**config.mk**
```make
export PLATFORM = sky130hd
export DESIGN_NAME = hci_interlock_irq
export DESIGN_NICKNAME = d
export VERILOG_FILES = /design/src/inc/hci_pkg.sv /design/src/hw/hci_interlock_irq.sv /design/src/hw/hci_sticky_flag.sv
export SDC_FILE = /design/constraint.sdc
export NUM_CORES = 1
export LEC_CHECK = 0
export BUFFER_PORTS_ARGS = -buffer_cell sky130_fd_sc_hd__buf_4
export CORE_ASPECT_RATIO = 0.7
export CORE_MARGIN = 5
export CORE_UTILIZATION = 45
export DETAILED_ROUTE_END_ITERATION = 6
export GPL_ROUTABILITY_DRIVEN = 0
export PLACE_DENSITY = 0.67
export SLEW_MARGIN = 20
export SYNTH_ARGS = -nofsm -noshare
export SYNTH_HDL_FRONTEND = slang
export SYNTH_SLANG_ARGS = --single-unit
```
**constraint.sdc**
```tcl
create_clock -name ref_clk -period 4.1 [get_ports ref_clk]
set_input_delay 0.615 -clock ref_clk [delete_from_list [all_inputs] [get_ports ref_clk]]
set_output_delay 0.615 -clock ref_clk [all_outputs]
set_load 0.02 [all_outputs]
```
**src/inc/hci_pkg.sv**
```systemverilog
// Purpose: Shared constants of the hub configuration interlock block
// Assumes: 100 MHz core clock
// Notes:   Register offsets are the serial port byte addresses
package hci_pkg;

    localparam logic [7:0] HCI_ILOCK_OFS     = 8'hE7;
    localparam logic [7:0] HCI_STATUS_OFS    = 8'hE8;

    localparam logic [7:0] HCI_ILOCK_RESET   = 8'h32;
    localparam logic [7:0] HCI_ILOCK_WMASK   = 8'h33;
    localparam logic [7:0] HCI_READ_ZERO     = 8'h00;

    localparam int         HCI_ILOCK_CFG_BIT = 0;
    localparam int         HCI_ILOCK_CON_BIT = 1;
    localparam int         HCI_ILOCK_PWR_BIT = 4;
    localparam int         HCI_ILOCK_OCS_BIT = 5;

    localparam int         HCI_ST_PWR_BIT    = 2;
    localparam int         HCI_ST_CFG_BIT    = 3;
    localparam int         HCI_ST_SUSP_BIT   = 4;
    localparam int         HCI_ST_IRQ_BIT    = 7;

    localparam int         HCI_CLK_PERIOD_NS = 10;
    localparam int         HCI_CFG_TOUT_NS   = 95000000;
    localparam int         HCI_CFG_TOUT_CYC  =
        (HCI_CFG_TOUT_NS + HCI_CLK_PERIOD_NS - 1) / HCI_CLK_PERIOD_NS;
    localparam int         HCI_TIMER_W       = 24;

    typedef enum logic [2:0] {
        HCI_ST_CONFIG  = 3'b001,
        HCI_ST_CONNECT = 3'b010,
        HCI_ST_COMM    = 3'b100
    } hci_stage_t;

endpackage

```
**src/hw/hci_interlock_irq.sv**
```systemverilog
// Purpose: Interlock control and interrupt status registers of a USB hub
// Assumes: Register port driven by the serial slave on ref_clk
// Notes:   Mask bits arrive as inputs; the mask register lives elsewhere
// Behaviour
// - Interlock register resets to 0x32; connect waits for a serial write.
// - Interlock bit 5 high uses the active-low over-current pin, else register.
// - Interlock bit 4 high drives the power pin, else pin off.
// - Connect hold bit high keeps the hub in the connect stage.
// - Connect hold bit low moves the hub into the communication stage.
// - Config hold bit high keeps configuration stage; interlock writes are open in every stage.
// - Serial write clearing config hold leaves configuration stage at once.
// - Without any interlock write, configuration stage ends after the timeout.
// - Status bit 7 reads 1 while interrupt pin is low from unmasked event.
// - Writing 0 to status bit 7 releases the pin; 1 has no effect.
// - Status bit 4 sets on hub suspend, cleared only by writing 0.
// - Status bit 3 sets on host configuration, cleared by writing 0.
// - Status bit 2 sets on port power update, cleared by writing 0.
// - Suspend pulls the interrupt pin low only when its enable is 1.
// - Host configuration pulls the pin low only when its enable is 1.
`timescale 1ns/1ps
module hci_interlock_irq
    import hci_pkg::*;
#(
    parameter int unsigned CFG_TIMEOUT_CYC = HCI_CFG_TOUT_CYC
) (
    input  wire logic       ref_clk,
    input  wire logic       rst_b,
    input  wire logic [7:0] reg_addr,
    input  wire logic       reg_wr_en,
    input  wire logic [7:0] reg_wdata,
    input  wire logic       reg_rd_en,
    output logic      [7:0] reg_rdata,
    input  wire logic       overcurrent_input_low,
    input  wire logic       overcurrent_reg_flag,
    output logic            overcurrent_detect,
    input  wire logic       port_power_request,
    output logic            port_power_switch_out,
    output logic            port_power_switch_oe_b,
    input  wire logic       hub_suspend_enter,
    input  wire logic       host_configured,
    input  wire logic       port_power_updated,
    input  wire logic       suspend_event_enable,
    input  wire logic       configured_event_enable,
    input  wire logic       port_power_event_enable,
    output logic            irq_pin_low_b,
    output logic            stage_config,
    output logic            stage_connect,
    output logic            stage_comm
);
    logic [7:0]             serial_interlock_control;
    logic [7:0]             next_ilock;
    logic                   ilock_written;
    logic                   next_ilock_written;
    hci_stage_t             stage;
    hci_stage_t             next_stage;
    logic [HCI_TIMER_W-1:0] cfg_timer;
    logic [HCI_TIMER_W-1:0] next_cfg_timer;
    logic                   timer_done;
    logic                   ilock_wr;
    logic                   status_wr;
    logic                   oc_meta;
    logic                   oc_sync;
    logic                   next_oc_detect;
    logic                   next_pwr_out;
    logic                   next_pwr_oe_b;
    logic [7:0]             next_rdata;
    logic                   suspend_event_flag;
    logic                   host_configured_flag;
    logic                   port_power_update_flag;
    logic                   irq_asserted;
    logic                   irq_set;
    logic                   overcurrent_pin_select;
    logic                   power_pin_select;

    assign ilock_wr  = reg_wr_en && (reg_addr == HCI_ILOCK_OFS);
    assign status_wr = reg_wr_en && (reg_addr == HCI_STATUS_OFS);
    assign timer_done = (cfg_timer == HCI_TIMER_W'(CFG_TIMEOUT_CYC - 1));
    assign overcurrent_pin_select = serial_interlock_control[HCI_ILOCK_OCS_BIT];
    assign power_pin_select = serial_interlock_control[HCI_ILOCK_PWR_BIT];

    // Interlock register; reserved bits are never stored
    always_comb begin
        next_ilock         = serial_interlock_control;
        next_ilock_written = ilock_written;
        if (ilock_wr) begin
            next_ilock         = reg_wdata & HCI_ILOCK_WMASK;
            next_ilock_written = 1'b1;
        end
    end

    always_ff @(posedge ref_clk) begin
        if (!rst_b) begin
            serial_interlock_control <= HCI_ILOCK_RESET;
            ilock_written            <= 1'b0;
        end else begin
            serial_interlock_control <= next_ilock;
            ilock_written            <= next_ilock_written;
        end
    end

    // Hub stage sequencing
    always_comb begin
        next_stage     = stage;
        next_cfg_timer = cfg_timer;
        case (stage)
            HCI_ST_CONFIG: begin
                if (!timer_done) begin
                    next_cfg_timer = cfg_timer + 1'b1;
                end
                if (ilock_wr) begin
                    if (!reg_wdata[HCI_ILOCK_CFG_BIT]) begin
                        next_stage = HCI_ST_CONNECT;
                    end
                end else if (!ilock_written && timer_done) begin
                    next_stage = HCI_ST_CONNECT;
                end else if (ilock_written &&
                             !serial_interlock_control[HCI_ILOCK_CFG_BIT]) begin
                    next_stage = HCI_ST_CONNECT;
                end
            end
            HCI_ST_CONNECT: begin
                if (!serial_interlock_control[HCI_ILOCK_CON_BIT]) begin
                    next_stage = HCI_ST_COMM;
                end
            end
            HCI_ST_COMM: begin
                next_stage = HCI_ST_COMM;
            end
            default: begin
                next_stage = HCI_ST_CONFIG;
            end
        endcase
    end

    always_ff @(posedge ref_clk) begin
        if (!rst_b) begin
            stage     <= HCI_ST_CONFIG;
            cfg_timer <= '0;
        end else begin
            stage     <= next_stage;
            cfg_timer <= next_cfg_timer;
        end
    end

    // Stage outputs; interlock writes are accepted in every stage
    assign stage_config  = (stage == HCI_ST_CONFIG);
    assign stage_connect = (stage == HCI_ST_CONNECT);
    assign stage_comm    = (stage == HCI_ST_COMM);

    // Over-current pin comes from another domain: two flops first
    always_ff @(posedge ref_clk) begin
        if (!rst_b) begin
            oc_meta <= 1'b1;
            oc_sync <= 1'b1;
        end else begin
            oc_meta <= overcurrent_input_low;
            oc_sync <= oc_meta;
        end
    end

    always_comb begin
        next_oc_detect = overcurrent_pin_select ? !oc_sync
                                                : overcurrent_reg_flag;
        next_pwr_out   = power_pin_select && port_power_request;
        next_pwr_oe_b  = !power_pin_select;
    end

    always_ff @(posedge ref_clk) begin
        if (!rst_b) begin
            overcurrent_detect     <= 1'b0;
            port_power_switch_out  <= 1'b0;
            port_power_switch_oe_b <= 1'b1;
        end else begin
            overcurrent_detect     <= next_oc_detect;
            port_power_switch_out  <= next_pwr_out;
            port_power_switch_oe_b <= next_pwr_oe_b;
        end
    end

    // Status flags: writing 1 leaves a flag alone, writing 0 clears it
    hci_sticky_flag u_susp_flag (
        .ref_clk     (ref_clk),
        .rst_b       (rst_b),
        .set_pulse   (hub_suspend_enter),
        .clear_pulse (status_wr && !reg_wdata[HCI_ST_SUSP_BIT]),
        .flag        (suspend_event_flag)
    );

    hci_sticky_flag u_cfg_flag (
        .ref_clk     (ref_clk),
        .rst_b       (rst_b),
        .set_pulse   (host_configured),
        .clear_pulse (status_wr && !reg_wdata[HCI_ST_CFG_BIT]),
        .flag        (host_configured_flag)
    );

    hci_sticky_flag u_pwr_flag (
        .ref_clk     (ref_clk),
        .rst_b       (rst_b),
        .set_pulse   (port_power_updated),
        .clear_pulse (status_wr && !reg_wdata[HCI_ST_PWR_BIT]),
        .flag        (port_power_update_flag)
    );

    // Only enabled events reach the pin
    assign irq_set = (hub_suspend_enter && suspend_event_enable) ||
                     (host_configured && configured_event_enable) ||
                     (port_power_updated && port_power_event_enable);

    hci_sticky_flag u_irq_flag (
        .ref_clk     (ref_clk),
        .rst_b       (rst_b),
        .set_pulse   (irq_set),
        .clear_pulse (status_wr && !reg_wdata[HCI_ST_IRQ_BIT]),
        .flag        (irq_asserted)
    );

    // Pin follows the flag directly so read-back and pin never disagree
    assign irq_pin_low_b = !irq_asserted;

    // Registered read data; unmapped addresses read zero
    always_comb begin
        next_rdata = reg_rdata;
        if (reg_rd_en) begin
            next_rdata = HCI_READ_ZERO;
            if (reg_addr == HCI_ILOCK_OFS) begin
                next_rdata = serial_interlock_control;
            end else if (reg_addr == HCI_STATUS_OFS) begin
                next_rdata[HCI_ST_IRQ_BIT]  = irq_asserted;
                next_rdata[HCI_ST_SUSP_BIT] = suspend_event_flag;
                next_rdata[HCI_ST_CFG_BIT]  = host_configured_flag;
                next_rdata[HCI_ST_PWR_BIT]  = port_power_update_flag;
            end
        end
    end

    always_ff @(posedge ref_clk) begin
        if (!rst_b) begin
            reg_rdata <= HCI_READ_ZERO;
        end else begin
            reg_rdata <= next_rdata;
        end
    end
endmodule

```
**src/hw/hci_sticky_flag.sv**
```systemverilog
// Purpose: One sticky event flag, set by hardware, cleared by software
// Assumes: Set and clear are pulses on ref_clk
// Notes:   Set wins over a clear in the same cycle so no event is lost
`timescale 1ns/1ps
module hci_sticky_flag (
    input  wire logic ref_clk,
    input  wire logic rst_b,
    input  wire logic set_pulse,
    input  wire logic clear_pulse,
    output logic      flag
);
    logic next_flag;

    always_comb begin
        next_flag = flag;
        if (set_pulse) begin
            next_flag = 1'b1;
        end else if (clear_pulse) begin
            next_flag = 1'b0;
        end
    end

    always_ff @(posedge ref_clk) begin
        if (!rst_b) begin
            flag <= 1'b0;
        end else begin
            flag <= next_flag;
        end
    end
endmodule

```
==> After elaboration in Yosys (flattened, before gate mapping) <==
Cells that the tools add are included.
{ "classes": {"n_addsub": 1, "eq_ne": 9, "mux": 21, "n_bitwise": 1, "reduce_logical": 29} }
{ "op_table": {"columns": ["op", "count"], "rows": [
  ["$add 24x1->24 const B", 1],
  ["$eq 24x24->1 const B", 1],
  ["$mux 3", 7],
  ["$eq 8x8->1 const B", 2],
  ["$logic_and 1x1->1", 12],
  ["$mux 1", 12],
  ["$logic_not 1->1", 9],
  ["$pmux 3 s3", 1],
  ["$reduce_bool 2->1", 4],
  ["$ne 4x1->1 const B", 1],
  ["$eq 3x1->1 const B", 1],
  ["$eq 3x2->1 const B", 1],
  ["$eq 3x3->1 const B", 1],
  ["$ne 3x3->1 const B", 1],
  ["$reduce_and 3->1", 1],
  ["$logic_or 1x1->1", 2],
  ["$mux 2", 1],
  ["$ne 2x2->1 const B", 1],
  ["$reduce_and 2->1", 1],
  ["$not 1->1", 1]
]} }
{ "totals": {"regBits": 49, "in_bits": 29, "out_inout_bits": 15} }

==> Logic depth before layout (Yosys ltp) <==
{ "logic_depth": {"word_depth": 6, "depth_mapped": 6, "mapped_depth_nobuf": 5} }

==> Cells and area by module <==
A second synthesis with hierarchy kept.
{ "hier_totals": {"cells_unflattened": 253, "area_unflattened_um2": 2229.6} }
{ "by_module_without_submodules": {"columns": ["module", "instances", "cells_each", "area_per_inst_um2", "seq_area_each_um2"], "rows": [
  ["hci_interlock_irq", 1, 241, 2064.5, 880.8],
  ["hci_sticky_flag", 4, 3, 41.3, 20.0]
]} }

==> Worst setup path before layout <==
OpenSTA, ideal clock, no wires.
{ "synth_timing": {"path_kind": "input-to-reg", "startpoint": "input port reg_addr[4]", "endpoint": "register serial_interlock_control[4]", "setup_time_ns": 0.130, "arrival_ns": 1.634, "path_slack_ns": 2.336, "cell_stages": 6, "n_path_buf": 2, "path_cell_list": "and4b_1 -> clkbuf_1 -> and3_1 -> clkbuf_1 -> mux2i_1 -> nand2_1"} }
{ "synth_between": {"elab_chain_len": 2} }
{ "synth_lines": {"columns": ["item", "line", "rtl"], "rows": [
  ["start: declaration", "hci_interlock_irq.sv:28", "input wire logic [7:0] reg_addr,"],
  ["$eq 8x8->1", "hci_interlock_irq.sv:75", "assign ilock_wr = reg_wr_en && (reg_addr == HCI_ILOCK_OFS);"],
  ["$logic_and 1x1->1", "hci_interlock_irq.sv:75", null],
  ["end signal: assignment", "hci_interlock_irq.sv:96", "serial_interlock_control <= next_ilock;"],
  ["end: declaration", "hci_interlock_irq.sv:50", "logic [7:0] serial_interlock_control;"]
]} }
No other way between the ends.
A chain may end at the register's enable or synchronous reset.

==> Final worst setup path <==
{ "layout_timing": {"startpoint": "register stage[0]", "endpoint": "register cfg_timer[20]"} }
{ "layout_between": {"elab_chain_len": 2} }
{ "layout_lines": {"columns": ["item", "line", "rtl"], "rows": [
  ["start: declaration", "hci_interlock_irq.sv:54", "hci_stage_t stage;"],
  ["start signal: assignment", "hci_interlock_irq.sv:140", "stage <= next_stage;"],
  ["$eq 3x1->1", "hci_interlock_irq.sv:105", "case (stage)"],
  ["$reduce_and 2->1 (no source line)", null, null],
  ["end signal: assignment", "hci_interlock_irq.sv:141", "cfg_timer <= next_cfg_timer;"],
  ["end: declaration", "hci_interlock_irq.sv:56", "logic [HCI_TIMER_W-1:0] cfg_timer;"]
]} }
No other way between the ends.

==> flow_summary.json <==
{
  "yosys.area.top_type_share_pct": 43.6,
  "ys_types": 44,
  "finalCritPeriodShare_pct": 51.2,
  "std_cell_rows": 21,
  "switching_power_uw": 204,
  "worst_path_max_delay_cell": "or4_1",
  "cp-end-kind": "flop",
  "cts_setup_buffers": 0,
  "detail-route-antenna-nets": 0,
  "die_w_um": 93.6,
  "finalSetupTns_ns": 0,
  "cts_buffers": 5,
  "grt_max_degree": 31,
  "grt_usage_pct": 16.5,
  "p_leak_uw": 0.00100,
  "vdd_drop_max_mv": 0.189,
  "regArea_um2": 961,
  "cpLargestDelayFamily": "simple AND/OR/NAND/NOR gates",
  "path_cells": "nor3b_1 -> buf_4 -> nand4_1 -> or4_1 -> a21oi_1",
  "hpwl_um": 3560,
  "ys_ff_latch": 48,
  "drt_first_iter_violations": 110,
  "stdcell_count": 362,
  "htreeDepth": 2,
  "hold_class": "flop to flop",
  "syn_area_per_cell_um2": 8.67,
  "tritoncts": "done",
  "slew_viol_final": 0,
  "synthArstFlopShare_pct": 0,
  "cp_max_fo": 16,
  "drtPass1Iterations": 4,
  "drive_gt1_share_pct": 17.7,
  "worstSetupPathType": "flop to flop",
  "finalWirelength_um": 4940,
  "grt_pass1_vias": 1789,
  "grt_pass1_wl_um": 8370,
  "status": "complete, no violations",
  "antennaDiodeCount": 0,
  "cts_root_buf": "clkbuf_8",
  "wl_per_cell_um": 13.6,
  "via_count": 1975,
  "placed_cells": 354,
  "critPathMaxStageDelay_ns": 0.64,
  "powerDensity_nw_per_um2": 333,
  "syn_to_final_growth_pct": 21.4,
  "clkPwrFrac_pct": 39.8,
  "maxSlewHeadroom_pct": 36.8,
  "grt_overflow": 0,
  "rsz0062_at_grt": "false",
  "startpoint": "stage[0]$_SDFFE_PN1P_",
  "core_um2": 4760,
  "crit_buf_inv": 1,
  "io_buffer_count": 41,
  "fin_skew_ns": 0.0122,
  "syn_nets": 284,
  "tightest_slew_ns": 0.947,
  "antenna_found_initial": 0,
  "post_cts_resize_count": 0,
  "dieArea_um2": 6420,
  "setup_viol": 0,
  "ctsHoldBuffers": 0,
  "cts_buffer_depth": 2,
  "n_fill_cell": 444,
  "ios": 44,
  "crit-reg2reg-launch": "stage[0]$_SDFFE_PN1P_",
  "ys_seq_area_share_pct": 43.6,
  "ys_warn_count": 0,
  "clkLatencyLatePin_ns": 0.31,
  "pwr-share-seq_pct": 53.7,
  "hold_slack_ns": 0.417,
  "viasPerCell": 5.46,
  "syn_inst": 254,
  "cap_violations": 0,
  "hold_violations": 0,
  "cts.clk_slew.worst_paths_ns": 0.10,
  "yosys.area.top_type": "dfxtp_1",
  "drc": 0,
  "p_int_uw": 686,
  "synth_flop_cell": "dfxtp_1",
  "start_util_pct": 46.3,
  "die_h_um": 68.5,
  "min_from": "oc_meta$_SDFF_PN1_",
  "switching_share_pct": 22.9,
  "synth-edff-count": 0,
  "synthTopCellsByArea": "dfxtp_1, a21oi_1, mux2i_1",
  "synth_area_um2": 2200,
  "multi_input_area_um2": 1150,
  "nets": 322,
  "critPathRequiredTime_ns": 4.33,
  "pwr-share-comb_pct": 6.5,
  "timing.fmax_ghz": 0.477,
  "layout_min_cycle_time_ns": 2.10,
  "cts.sinks": 48,
  "cp.arrival_ns": 2.33,
  "critPathLaunchType": "flop"
}
[worst register-to-register path: stages (launching register included)]
cell	delay (ns)
dfxtp_1	0.36
nor3b_1	0.19
buf_4	0.21
nand4_1	0.47
or4_1	0.64
a21oi_1	0.15
[cells in the final DEF, fill, tap and decap left out, types with 4 or more instances in the layout]
master / instances
a21oi_1: 30
and3_1: 6
buf_4: 42
clkbuf_8: 5
dfxtp_1: 48
inv_1: 11
mux2i_1: 11
nand2_1: 21
nand2b_1: 10
nand3_1: 9
nand4_1: 13
nor2_1: 11
nor2b_1: 6
nor3b_1: 4
o21ai_0: 11
o31ai_1: 7
or3_1: 6
or4_1: 7
[flip-flops by register name, indices dropped and copies added, names as in the netlist, 3 cells and up]
signal                    flops
reg_rdata                     7
cfg_timer                    24
serial_interlock_control      4
stage                         3
[cell type report]
type	count	area share, %
timing repair buffer	42	11.8
tap	69	3.23
clock buffer	5	2.57
sequential	48	36.0
inverter	11	1.54
multi-input combinational	184	43.2
clock inverter	3	1.73
[worst paths after layout]
check	endpoint	slack, ns	cells after the start
max	cfg_timer[20]$_SDFFE_PN0P_	2.00	5
min	oc_sync$_SDFF_PN1_	0.42	1
max reg2reg	cfg_timer[20]$_SDFFE_PN0P_	2.00	5
min reg2reg	oc_sync$_SDFF_PN1_	0.42	1
[stage by stage]
step                setup slack (ns)  utilization [%]  instance area, µm²  power [µW]
finish                          2.00             56.2                2670         890
global route                    1.72             56.2                2670         925
CTS                             1.99             56.2                2670         899
detailed placement              2.02             53.8                2560         547
global placement                2.10             53.8                2560         546
floorplan                       2.34                -                2200         517
[metal layers]
layer	part of all wire, %	global-route usage [%]	wire, µm	vias up
met4	0.97	5.41	48	0
met3	5.9	4.01	290	5
li1	-	-	-	1002
met5	0	0	0	-
met1	51	23.3	2500	925
met2	43	24.8	2100	43
[power by group through the flow]
| stage | registers (µW) | logic [µW] | clock network, µW |
|---|---|---|---|
| global route | 480 | 64.2 | 381 |
| global placement | 489 | 57.2 | 0 |
| detailed placement | 489 | 57.9 | 0 |
| finish | 478 | 57.7 | 354 |
| CTS | 478 | 58.0 | 363 |
| floorplan | 490 | 26.9 | 0 |
[synth_stat cells (all sizes together), types with 2 or more instances]
cell type,number
inv,11
or3,6
o31ai,7
nand2,21
and2,2
and4,3
and3,6
a21oi,30
a211oi,2
o21a,2
nand3,9
nor3b,4
o21ai,12
mux2i,11
clkbuf,8
or4,8
nor2b,6
nand4,13
a21boi,2
buf,3
or4b,2
dfxtp,48
nand2b,10
nor2,11
and4b,2
[kinds of logic (layout without fill, tap and decap cells)]
kind of cell,after synthesis,after routing,synth area share (%)
AND/OR/NAND/NOR,108,108,29.4
AO/OA/AOI/OAI,61,61,16.4
flip-flops,48,48,43.6
buffers and inverters,22,61,3.98
multiplexers,11,11,5.00
XOR/XNOR,2,2,0.796
adder cells (fa/ha/maj),1,1,0.568
other,1,1,0.170
Power figures use the tool's default switching activity.
